### config.mk
export PLATFORM = sky130hd
export DESIGN_NAME = wepc_top
export DESIGN_NICKNAME = d
export VERILOG_FILES = /design/src/include/wepc_pkg.sv /design/src/hw/wepc_pulse.sv /design/src/hw/wepc_virtual_phy_reset.sv /design/src/hw/wepc_top.sv
export VERILOG_INCLUDE_DIRS = /design/src /design/src/include
export SDC_FILE = /design/constraint.sdc
export NUM_CORES = 1
export LEC_CHECK = 0
export ABC_AREA = 1
export BUFFER_PORTS_ARGS = -buffer_cell sky130_fd_sc_hd__buf_2
export CAP_MARGIN = 20
export CORE_MARGIN = 2
export CORE_UTILIZATION = 29
export DETAILED_ROUTE_END_ITERATION = 8
export PLACE_DENSITY = 0.53
export REMOVE_ABC_BUFFERS = 1
export SLEW_MARGIN = 0
export SYNTH_ARGS = -nofsm -noshare
export SYNTH_HDL_FRONTEND = slang
export SYNTH_SLANG_ARGS = --single-unit
### constraint.sdc
create_clock -name core_clk_i -period 2.2 [get_ports core_clk_i]
set_input_delay 0.11 -clock core_clk_i [delete_from_list [all_inputs] [get_ports core_clk_i]]
set_output_delay 0.11 -clock core_clk_i [all_outputs]
set_load 0.05 [all_outputs]
### src/include/wepc_map.svh
/*
 power wake control register map: offsets, bit positions, reset values
 and timing counts for the wake event block.
 assumes inclusion by bare name from the design files.
*/
`ifndef WEPC_MAP_SVH
`define WEPC_MAP_SVH

// ------------------------------------------------------------
// offsets (byte addresses)
// ------------------------------------------------------------
`define WEPC_OFF_CTRL     12'h084
`define WEPC_OFF_INTERRUPT_STATUS_REGISTER  12'h088
`define WEPC_OFF_INT_MASK 12'h08c

// ------------------------------------------------------------
// power_wake_control bit positions
// ------------------------------------------------------------
`define WEPC_B_PORT2_ENERGY_STATUS   17
`define WEPC_B_PORT1_ENERGY_STATUS   16
`define WEPC_B_PORT2_ENERGY_WAKE_ENABLE    15
`define WEPC_B_PORT1_ENERGY_WAKE_ENABLE    14
`define WEPC_B_VIRTUAL_PHY_RESET  10
`define WEPC_B_LAN_EN    9
`define WEPC_B_LAN_STS   5
`define WEPC_B_IND_MODE  3
`define WEPC_B_PIN_EN    1
`define WEPC_B_READY     0

// read-write bits mask (reserved, write-one-clear status, reset and ready bits drop out)
`define WEPC_CTRL_WMASK  32'h0000_c20a
`define WEPC_CTRL_RESET  32'h0000_0000

// ------------------------------------------------------------
// interrupt status bit positions
// ------------------------------------------------------------
`define WEPC_I_WAKE      0
`define WEPC_I_VPHY_DONE 1
`define WEPC_INT_BITS    2

// ------------------------------------------------------------
// timing
// ------------------------------------------------------------
`define WEPC_CLK_HZ      10000000
`define WEPC_PULSE_MS    50
`define WEPC_PULSE_CYC   ((`WEPC_CLK_HZ / 1000) * `WEPC_PULSE_MS)

`endif

### src/include/wepc_pkg.sv
/*
 types for the wake event power control block.
 assumes nothing beyond a sv compiler.
*/
package wepc_pkg;

   // source events sampled from the phys and host mac
   typedef struct packed
   {
      logic port2_energy;
      logic port1_energy;
      logic lan_wake;
   } wepc_evt_t;

   // pulse generator states
   typedef enum logic [1:0]
   {
      WEPC_IDLE  = 2'b00,
      WEPC_PULSE = 2'b01,
      WEPC_HOLD  = 2'b10
   } wepc_state_t;

endpackage

### src/hw/wepc_pulse.sv
/*
 wake output former: static level or fixed-length pulse per event.
 assumes a single clock and events synchronous to it.
*/
`timescale 1ns/1ns
`include "wepc_map.svh"

module wepc_pulse
#(
   parameter int PULSE_CYC = `WEPC_PULSE_CYC
)
(
   // clock and reset
   input  wire logic clk_i,
   input  wire logic rst_i,
   // control
   input  wire logic pulse_mode_i,
   input  wire logic new_event_i,
   input  wire logic active_i,
   // output
   output logic      wake_o
);

   // refuse a pulse length the counter cannot serve
   if (PULSE_CYC < 1)
   begin : g_len_check
      $error("pulse length must be at least one cycle");
   end

   wepc_pkg::wepc_state_t state_q;
   wepc_pkg::wepc_state_t state_d;
   logic [31:0]           cnt_q;
   logic [31:0]           cnt_d;
   logic                  wake_q;
   logic                  wake_d;

   // ------------------------------------------------------------
   // next state
   // ------------------------------------------------------------
   always_comb
   begin
      state_d = state_q;
      cnt_d   = cnt_q;
      case (state_q)
         wepc_pkg::WEPC_IDLE:
         begin
            if (new_event_i && pulse_mode_i)
            begin
               state_d = wepc_pkg::WEPC_PULSE;
               cnt_d   = 32'(PULSE_CYC - 1);
            end
            else if (active_i && !pulse_mode_i)
            begin
               state_d = wepc_pkg::WEPC_HOLD;
            end
         end
         wepc_pkg::WEPC_PULSE:
         begin
            if (!active_i)
            begin
               state_d = wepc_pkg::WEPC_IDLE;
            end
            else if (new_event_i)
            begin
               cnt_d = 32'(PULSE_CYC - 1);
            end
            else if (cnt_q == 32'h0000_0000)
            begin
               state_d = wepc_pkg::WEPC_IDLE;
            end
            else
            begin
               cnt_d = cnt_q - 32'h0000_0001;
            end
         end
         wepc_pkg::WEPC_HOLD:
         begin
            if (!active_i || pulse_mode_i)
            begin
               state_d = wepc_pkg::WEPC_IDLE;
            end
         end
         default:
         begin
            state_d = wepc_pkg::WEPC_IDLE;
         end
      endcase
      wake_d = (state_d != wepc_pkg::WEPC_IDLE);
   end

   always_ff @(posedge clk_i or posedge rst_i)
   begin
      if (rst_i)
      begin
         state_q <= wepc_pkg::WEPC_IDLE;
         cnt_q   <= 32'h0000_0000;
         wake_q  <= 1'b0;
      end
      else
      begin
         state_q <= state_d;
         cnt_q   <= cnt_d;
         wake_q  <= wake_d;
      end
   end

   assign wake_o = wake_q;

endmodule

### src/hw/wepc_virtual_phy_reset.sv
/*
 virtual phy reset sequencer: self-clearing request bit.
 assumes the virtual phy returns a done level when out of reset.
*/
`timescale 1ns/1ns

module wepc_virtual_phy_reset
(
   // clock and reset
   input  wire logic clk_i,
   input  wire logic rst_i,
   // control
   input  wire logic req_i,
   input  wire logic vphy_out_of_rst_i,
   // status
   output logic      busy_o,
   output logic      done_o
);

   logic busy_q;
   logic busy_d;
   logic seen_q;
   logic seen_d;
   logic done_q;
   logic done_d;

   // ------------------------------------------------------------
   // next state
   // ------------------------------------------------------------
   always_comb
   begin
      busy_d = busy_q;
      seen_d = seen_q;
      done_d = 1'b0;
      if (!busy_q && req_i)
      begin
         busy_d = 1'b1;
         seen_d = 1'b0;
      end
      else if (busy_q && !seen_q)
      begin
         // wait one cycle so reset reaches the virtual phy
         seen_d = 1'b1;
      end
      else if (busy_q && vphy_out_of_rst_i)
      begin
         busy_d = 1'b0;
         done_d = 1'b1;
      end
   end

   always_ff @(posedge clk_i or posedge rst_i)
   begin
      if (rst_i)
      begin
         busy_q <= 1'b0;
         seen_q <= 1'b0;
         done_q <= 1'b0;
      end
      else
      begin
         busy_q <= busy_d;
         seen_q <= seen_d;
         done_q <= done_d;
      end
   end

   assign busy_o = busy_q;
   assign done_o = done_q;

endmodule

### src/hw/wepc_top.sv
/*
 wake event power control: power_wake_control register, wake output,
 interrupt status and mask, avalon-mm slave.
 assumes phy and host mac event levels synchronous to core_clk_i.
*/
// Overview of operation
// - port 2 energy event sets bit 17
// - port 1 energy event sets bit 16
// - write-one clear, held while source stands
// - port 2 enable 15 drives wake output
// - port 1 enable 14 drives wake output
// - enabled source sets interrupt regardless pin
// - writing one to bit 10 resets phy
// - reset bit self clears on release
// - writes still taken while reset bit high
// - lan enable 9 drives wake output
// - register readable while not ready
// - bit 3 picks pulse or level
// - bit 1 gates pin, not interrupt
// - clear status or enable ends wake
`timescale 1ns/1ns
`include "wepc_map.svh"

module wepc_top
#(
   parameter int PULSE_CYC = `WEPC_PULSE_CYC
)
(
   // clock and reset
   input  wire logic                  core_clk_i,
   input  wire logic                  rst_i,
   // avalon-mm slave
   input  wire logic [11:0]           avs_address_i,
   input  wire logic                  avs_read_i,
   input  wire logic                  avs_write_i,
   input  wire logic [31:0]           avs_writedata_i,
   input  wire logic [3:0]            avs_byteenable_i,
   output logic      [31:0]           avs_readdata_o,
   output logic                       avs_waitrequest_o,
   output logic      [1:0]            avs_response_o,
   // event sources and device state
   input  wire wepc_pkg::wepc_evt_t   evt_i,
   input  wire logic                  device_ready_i,
   input  wire logic                  vphy_out_of_rst_i,
   // outputs
   output logic                       vphy_reset_o,
   output logic                       wake_event_output_o,
   output logic                       irq_o
);

   // refuse a pulse length the wake former cannot serve
   if (PULSE_CYC < 1)
   begin : g_len_check
      $error("pulse length must be at least one cycle");
   end

   // ------------------------------------------------------------
   // state
   // ------------------------------------------------------------
   wepc_pkg::wepc_evt_t        sts_q;
   wepc_pkg::wepc_evt_t        sts_d;
   wepc_pkg::wepc_evt_t        en_q;
   wepc_pkg::wepc_evt_t        en_d;
   wepc_pkg::wepc_evt_t        evt_q;
   logic                       mode_q;
   logic                       mode_d;
   logic                       pin_en_q;
   logic                       pin_en_d;
   logic [`WEPC_INT_BITS-1:0]  isr_q;
   logic [`WEPC_INT_BITS-1:0]  isr_d;
   logic [`WEPC_INT_BITS-1:0]  imask_q;
   logic [`WEPC_INT_BITS-1:0]  imask_d;
   logic [31:0]                rdata_q;
   logic [31:0]                rdata_d;
   logic                       ack_q;
   logic                       ack_d;
   logic [1:0]                 resp_q;
   logic [1:0]                 resp_d;

   logic [31:0] wmask;
   logic [31:0] wd;
   logic        wr_ctrl;
   logic        wr_sts;
   logic        wr_msk;
   logic        vphy_req;
   logic        vphy_busy;
   logic        vphy_done;
   logic        new_evt;
   logic        wake_active;
   logic        wake_raw;
   logic [31:0] ctrl_rd;
   wepc_pkg::wepc_evt_t rise;
   wepc_pkg::wepc_evt_t hit;

   // byte-lane write mask
   genvar gi;
   generate
      for (gi = 0; gi < 4; gi++)
      begin : g_lane
         assign wmask[gi*8 +: 8] = {8{avs_byteenable_i[gi]}};
      end
   endgenerate

   assign wd      = avs_writedata_i & wmask;
   assign wr_ctrl = avs_write_i && !ack_q
                    && avs_address_i == `WEPC_OFF_CTRL;
   assign wr_sts  = avs_write_i && !ack_q
                    && avs_address_i == `WEPC_OFF_INTERRUPT_STATUS_REGISTER;
   assign wr_msk  = avs_write_i && !ack_q
                    && avs_address_i == `WEPC_OFF_INT_MASK;

   // one to bit 10 starts reset
   assign vphy_req = wr_ctrl && wd[`WEPC_B_VIRTUAL_PHY_RESET];

   // rising edges of source events
   assign rise = evt_i & ~evt_q;
   // enabled sources that newly fired
   assign hit  = rise & en_q;

   // ------------------------------------------------------------
   // register next values
   // ------------------------------------------------------------
   always_comb
   begin
      sts_d    = sts_q;
      en_d     = en_q;
      mode_d   = mode_q;
      pin_en_d = pin_en_q;
      isr_d    = isr_q;
      imask_d  = imask_q;
      if (wr_ctrl)
      begin
         en_d.port2_energy = wd[`WEPC_B_PORT2_ENERGY_WAKE_ENABLE];
         en_d.port1_energy = wd[`WEPC_B_PORT1_ENERGY_WAKE_ENABLE];
         en_d.lan_wake     = wd[`WEPC_B_LAN_EN];
         mode_d            = wd[`WEPC_B_IND_MODE];
         pin_en_d          = wd[`WEPC_B_PIN_EN];
         if (wd[`WEPC_B_PORT2_ENERGY_STATUS])
         begin
            sts_d.port2_energy = 1'b0;
         end
         if (wd[`WEPC_B_PORT1_ENERGY_STATUS])
         begin
            sts_d.port1_energy = 1'b0;
         end
         if (wd[`WEPC_B_LAN_STS])
         begin
            sts_d.lan_wake = 1'b0;
         end
      end
      sts_d = sts_d | evt_i;
      if (wr_sts)
      begin
         isr_d = isr_d & ~wd[`WEPC_INT_BITS-1:0];
      end
      if (wr_msk)
      begin
         imask_d = wd[`WEPC_INT_BITS-1:0];
      end
      if (|hit)
      begin
         isr_d[`WEPC_I_WAKE] = 1'b1;
      end
      if (vphy_done)
      begin
         isr_d[`WEPC_I_VPHY_DONE] = 1'b1;
      end
   end

   always_ff @(posedge core_clk_i or posedge rst_i)
   begin
      if (rst_i)
      begin
         sts_q    <= '0;
         en_q     <= '0;
         evt_q    <= '0;
         mode_q   <= 1'b0;
         pin_en_q <= 1'b0;
         isr_q    <= '0;
         imask_q  <= '0;
      end
      else
      begin
         sts_q    <= sts_d;
         en_q     <= en_d;
         evt_q    <= evt_i;
         mode_q   <= mode_d;
         pin_en_q <= pin_en_d;
         isr_q    <= isr_d;
         imask_q  <= imask_d;
      end
   end

   // ------------------------------------------------------------
   // wake output
   // ------------------------------------------------------------
   // any enabled source
   assign new_evt     = |hit;
   assign wake_active = |(sts_q & en_q);

   wepc_pulse
   #(
      .PULSE_CYC    (PULSE_CYC)
   )
   u_pulse
   (
      .clk_i        (core_clk_i),
      .rst_i        (rst_i),
      .pulse_mode_i (mode_q),
      .new_event_i  (new_evt),
      .active_i     (wake_active),
      .wake_o       (wake_raw)
   );

   assign wake_event_output_o = wake_raw & pin_en_q;

   // ------------------------------------------------------------
   // virtual phy reset
   // ------------------------------------------------------------
   wepc_virtual_phy_reset u_vphy
   (
      .clk_i             (core_clk_i),
      .rst_i             (rst_i),
      .req_i             (vphy_req),
      .vphy_out_of_rst_i (vphy_out_of_rst_i),
      .busy_o            (vphy_busy),
      .done_o            (vphy_done)
   );

   assign vphy_reset_o = vphy_busy;
   assign irq_o        = |(isr_q & imask_q);

   // ------------------------------------------------------------
   // read path and bus answer
   // ------------------------------------------------------------
   always_comb
   begin
      ctrl_rd = 32'h0000_0000;
      ctrl_rd[`WEPC_B_PORT2_ENERGY_STATUS]  = sts_q.port2_energy;
      ctrl_rd[`WEPC_B_PORT1_ENERGY_STATUS]  = sts_q.port1_energy;
      ctrl_rd[`WEPC_B_PORT2_ENERGY_WAKE_ENABLE]   = en_q.port2_energy;
      ctrl_rd[`WEPC_B_PORT1_ENERGY_WAKE_ENABLE]   = en_q.port1_energy;
      ctrl_rd[`WEPC_B_VIRTUAL_PHY_RESET] = vphy_busy;
      ctrl_rd[`WEPC_B_LAN_EN]   = en_q.lan_wake;
      ctrl_rd[`WEPC_B_LAN_STS]  = sts_q.lan_wake;
      ctrl_rd[`WEPC_B_IND_MODE] = mode_q;
      ctrl_rd[`WEPC_B_PIN_EN]   = pin_en_q;
      ctrl_rd[`WEPC_B_READY]    = device_ready_i;
      rdata_d = rdata_q;
      resp_d  = resp_q;
      ack_d   = 1'b0;
      if ((avs_read_i || avs_write_i) && !ack_q)
      begin
         ack_d  = 1'b1;
         resp_d = 2'b00;
         rdata_d = 32'h0000_0000;
         case (avs_address_i)
            `WEPC_OFF_CTRL:     rdata_d = ctrl_rd;
            `WEPC_OFF_INTERRUPT_STATUS_REGISTER:  rdata_d[`WEPC_INT_BITS-1:0] = isr_q;
            `WEPC_OFF_INT_MASK: rdata_d[`WEPC_INT_BITS-1:0] = imask_q;
            default:            resp_d = 2'b11;
         endcase
      end
   end

   always_ff @(posedge core_clk_i or posedge rst_i)
   begin
      if (rst_i)
      begin
         rdata_q <= 32'h0000_0000;
         ack_q   <= 1'b0;
         resp_q  <= 2'b00;
      end
      else
      begin
         rdata_q <= rdata_d;
         ack_q   <= ack_d;
         resp_q  <= resp_d;
      end
   end

   assign avs_readdata_o    = rdata_q;
   assign avs_response_o    = resp_q;
   assign avs_waitrequest_o = (avs_read_i || avs_write_i) && !ack_q;

endmodule

==> results.yml <==
synthesis:
  synth_enable_flop_cells: 0
  synth_cell_types: 38
  ys_ff_latch: 65
  ys_warn_count: 0
  yosys.area.top_type: "dfrtp_1"
  synth_top_area_share_pct: 40.0
  yosysSeqAreaShare_pct: 40.0
  syn_inst: 544
  async_flop_share_pct: 100
  synth_area_leaders: "dfrtp_1 (40%), nand2_1 (13%), nor2_1 (6.8%)"
  avgSynthCellArea_um2: 7.47
  syn_area_um2: 4060
  synth_top_flop_cell: "dfrtp_1"
clocking:
  cts_buffer_depth: 2
  root_buffer: "clkbuf_16"
  clock_latency_ps: 330
  clk_pin_slew_ps: 60
  cts_tree: "built"
  cts_buffers: 9
  cts_max_level: 3
  cts_sinks: 65
placement:
  gp_congestion: 0.875
  place_area_um2: 4410
  post-place-ws_ps: 6.43
  port_buffers: 49
  dp_hpwl_um: 7270
timing:
  max_slew_margin_pct: 53.3
  finalCritPeriodShare_pct: 85.1
  hold_viol: 0
  setup_slack_ps: 329
  max_slew.worst_pin.slew_ps: 698
  rsz0062_at_grt: "no"
  finalCriticalPeriod_ps: 1870
  setup_viol: 0
  finalSetupTns_ps: 0
  hold_ws_ps: 38.1
  skew_ps: 4.76
  slew_violations: 0
  max_freq_mhz: 534
setup_path:
  crit_path_start_kind: "flip-flop"
  arrival_ps: 2130
  crit_path_max_fanout: 23
  worstPathRequired_ps: 2460
  crit_path_end_kind: "flip-flop"
  path_class: "reg -> reg"
routing:
  wl_per_cell_um: 12.6
  viasPerCell: 4.62
  postRouteWirelength_um: 9920
  first_pass_iters: 7
  vias: 3646
  ant_nets: 0
  drcViolationCount: 0
  initialDrtViolationCount: 284
run:
  drv_cap: 0
final_layout:
  final_net_count: 663
  diodes: 0
  final_common_cell: "nand2_1"
  drive_gt1_share_pct: 20.3
  area_delta_synth_final_pct: 17.8
  final_cell_mix: "nand2_1 (137), nor2_1 (74), dfrtp_1 (65)"
  stdcell_area_um2: 4780
grt:
  grt_pass1_wl_um: 16900
  antenna_found_initial: 0
  grt_max_degree: 44
  grt-ovfl-total: 0
  first_global_vias: 3454
  gr-usage-all-layers_pct: 14.5
worst_hold_path:
  hold_class: "in -> reg"
die:
  coreArea_um2: 13800
  start_util_pct: 29.5
  pin_count: 95
  die-area_um2: 15000
  rows: 43
  fp.dieH_um: 122
  dieWidth_um: 122
power_and_ir_drop:
  finalPower_uw: 3500
  ir_worst_vdd_uv: 333
  p_leak_uw: 0.00238
  power.density_nw_per_um2: 733
status:
  status: "complete, no violations"
## flip-flops by register name, summed over array words and instances, names as in the netlist
name             cells
pin_en_q             1
imask_q              2
u_vphy.busy_o        1
evt_q                3
mode_q               1
ack_q                1
avs_response_o       1
u_vphy.done_o        1
u_pulse.state_q      2
u_pulse.cnt_q       32
isr_q                2
avs_readdata_o      10
ctrl_rd              6
u_pulse.wake_o       1
u_vphy.seen_q        1
## final timing paths
path	to	from	slack, ps	cells past startpoint
max	u_pulse.cnt_q[2]$_DFFE_PP0P_	u_pulse.cnt_q[0]$_DFFE_PP0P_	330	9
min	u_vphy.done_o$_DFF_PP0_	vphy_out_of_rst_i	40	3
max reg2reg	u_pulse.cnt_q[2]$_DFFE_PP0P_	u_pulse.cnt_q[0]$_DFFE_PP0P_	330	9
min reg2reg	isr_q[1]$_DFFE_PP0P_	u_vphy.done_o$_DFF_PP0_	450	2
max in group asynchronous	imask_q[1]$_DFFE_PP0P_	rst_i	1180	4
min in group asynchronous	evt_q[1]$_DFF_PP0_	rst_i	300	3
## cells in the mapped netlist, types with 3 or more instances
cell and number:
o31ai_1 7, o21ai_0 18, xor2_1 3, nor2_4 3, or2_2 4, clkbuf_1 5, a21o_1 3, nand4_1 32
o21ai_2 14, buf_4 24, nand2_1 137, nand2_2 9, dfrtp_1 65, inv_1 56, nor2_1 74, nor2_2 7
nand3_1 38, nor3_1 8, o21ai_1 12
## final cells by class
| cell class | count | area [um2] |
|---|---|---|
| Clock inverter | 6 | 90.1 |
| Timing Repair Buffer | 66 | 383 |
| Multi-Input combinational cell | 406 | 2010 |
| Tap cell | 180 | 225 |
| Inverter | 57 | 214 |
| Sequential cell | 65 | 1630 |
| Fill cell | 1483 | 8990 |
| Clock buffer | 10 | 239 |
## what timing repair did
action                                  in CTS  in global routing
endpoints found under the setup margin       3                  0
endpoints found under the hold margin       21                  0
hold buffers                                 4                  0
setup buffers                                0                  0
gates resized for setup                      1                  0
## per-stage QoR
| step | util [%] | std cells |
|---|---|---|
| after floorplan | - | 528 |
| after global placement | 32.0 | 770 |
| after detailed placement | 32.0 | 770 |
| after CTS | 34.7 | 790 |
| after global routing | 34.7 | 790 |
| final | 34.7 | 790 |
## power breakdown
| group | total (uW) | switching (uW) | internal [uW] |
|---|---|---|---|
| sequential | 1330 | 67.6 | 1260 |
| clock | 1580 | 550 | 1030 |
| combinational | 601 | 440 | 161 |
## worst max-delay path, cell delays in order, from the launching register on
cell and delay, ps:
dfrtp_1 340, inv_1 70, ha_1 240, nand2_4 130, nor2_8 60, nand3_2 90
nor2_4 50, a21oi_4 570, nand2_1 120, o21ai_1 120
## routing by layer
layer  vias up  part of all wire (%)  track usage [%]
met5         -                     0                0
met4         0                   1.9             5.89
met3        16                   5.4             3.11
met2        98                    44             23.0
met1      1677                    49             19.2
li1       1855                     -                -
## cells by family (layout without fill, tap and decap cells)
logic type | after synthesis | after routing | synth area share [%]
compound gates | 59 | 59 | 9.64
xor+xnor | 5 | 5 | 1.08
fa+ha+maj | 1 | 1 | 0.308
buf+inv | 94 | 139 | 12.7
flops | 65 | 65 | 40.0
other cells | 1 | 22 | 0.0923
simple gates | 319 | 319 | 36.1
Power figures use the tool's default switching activity.
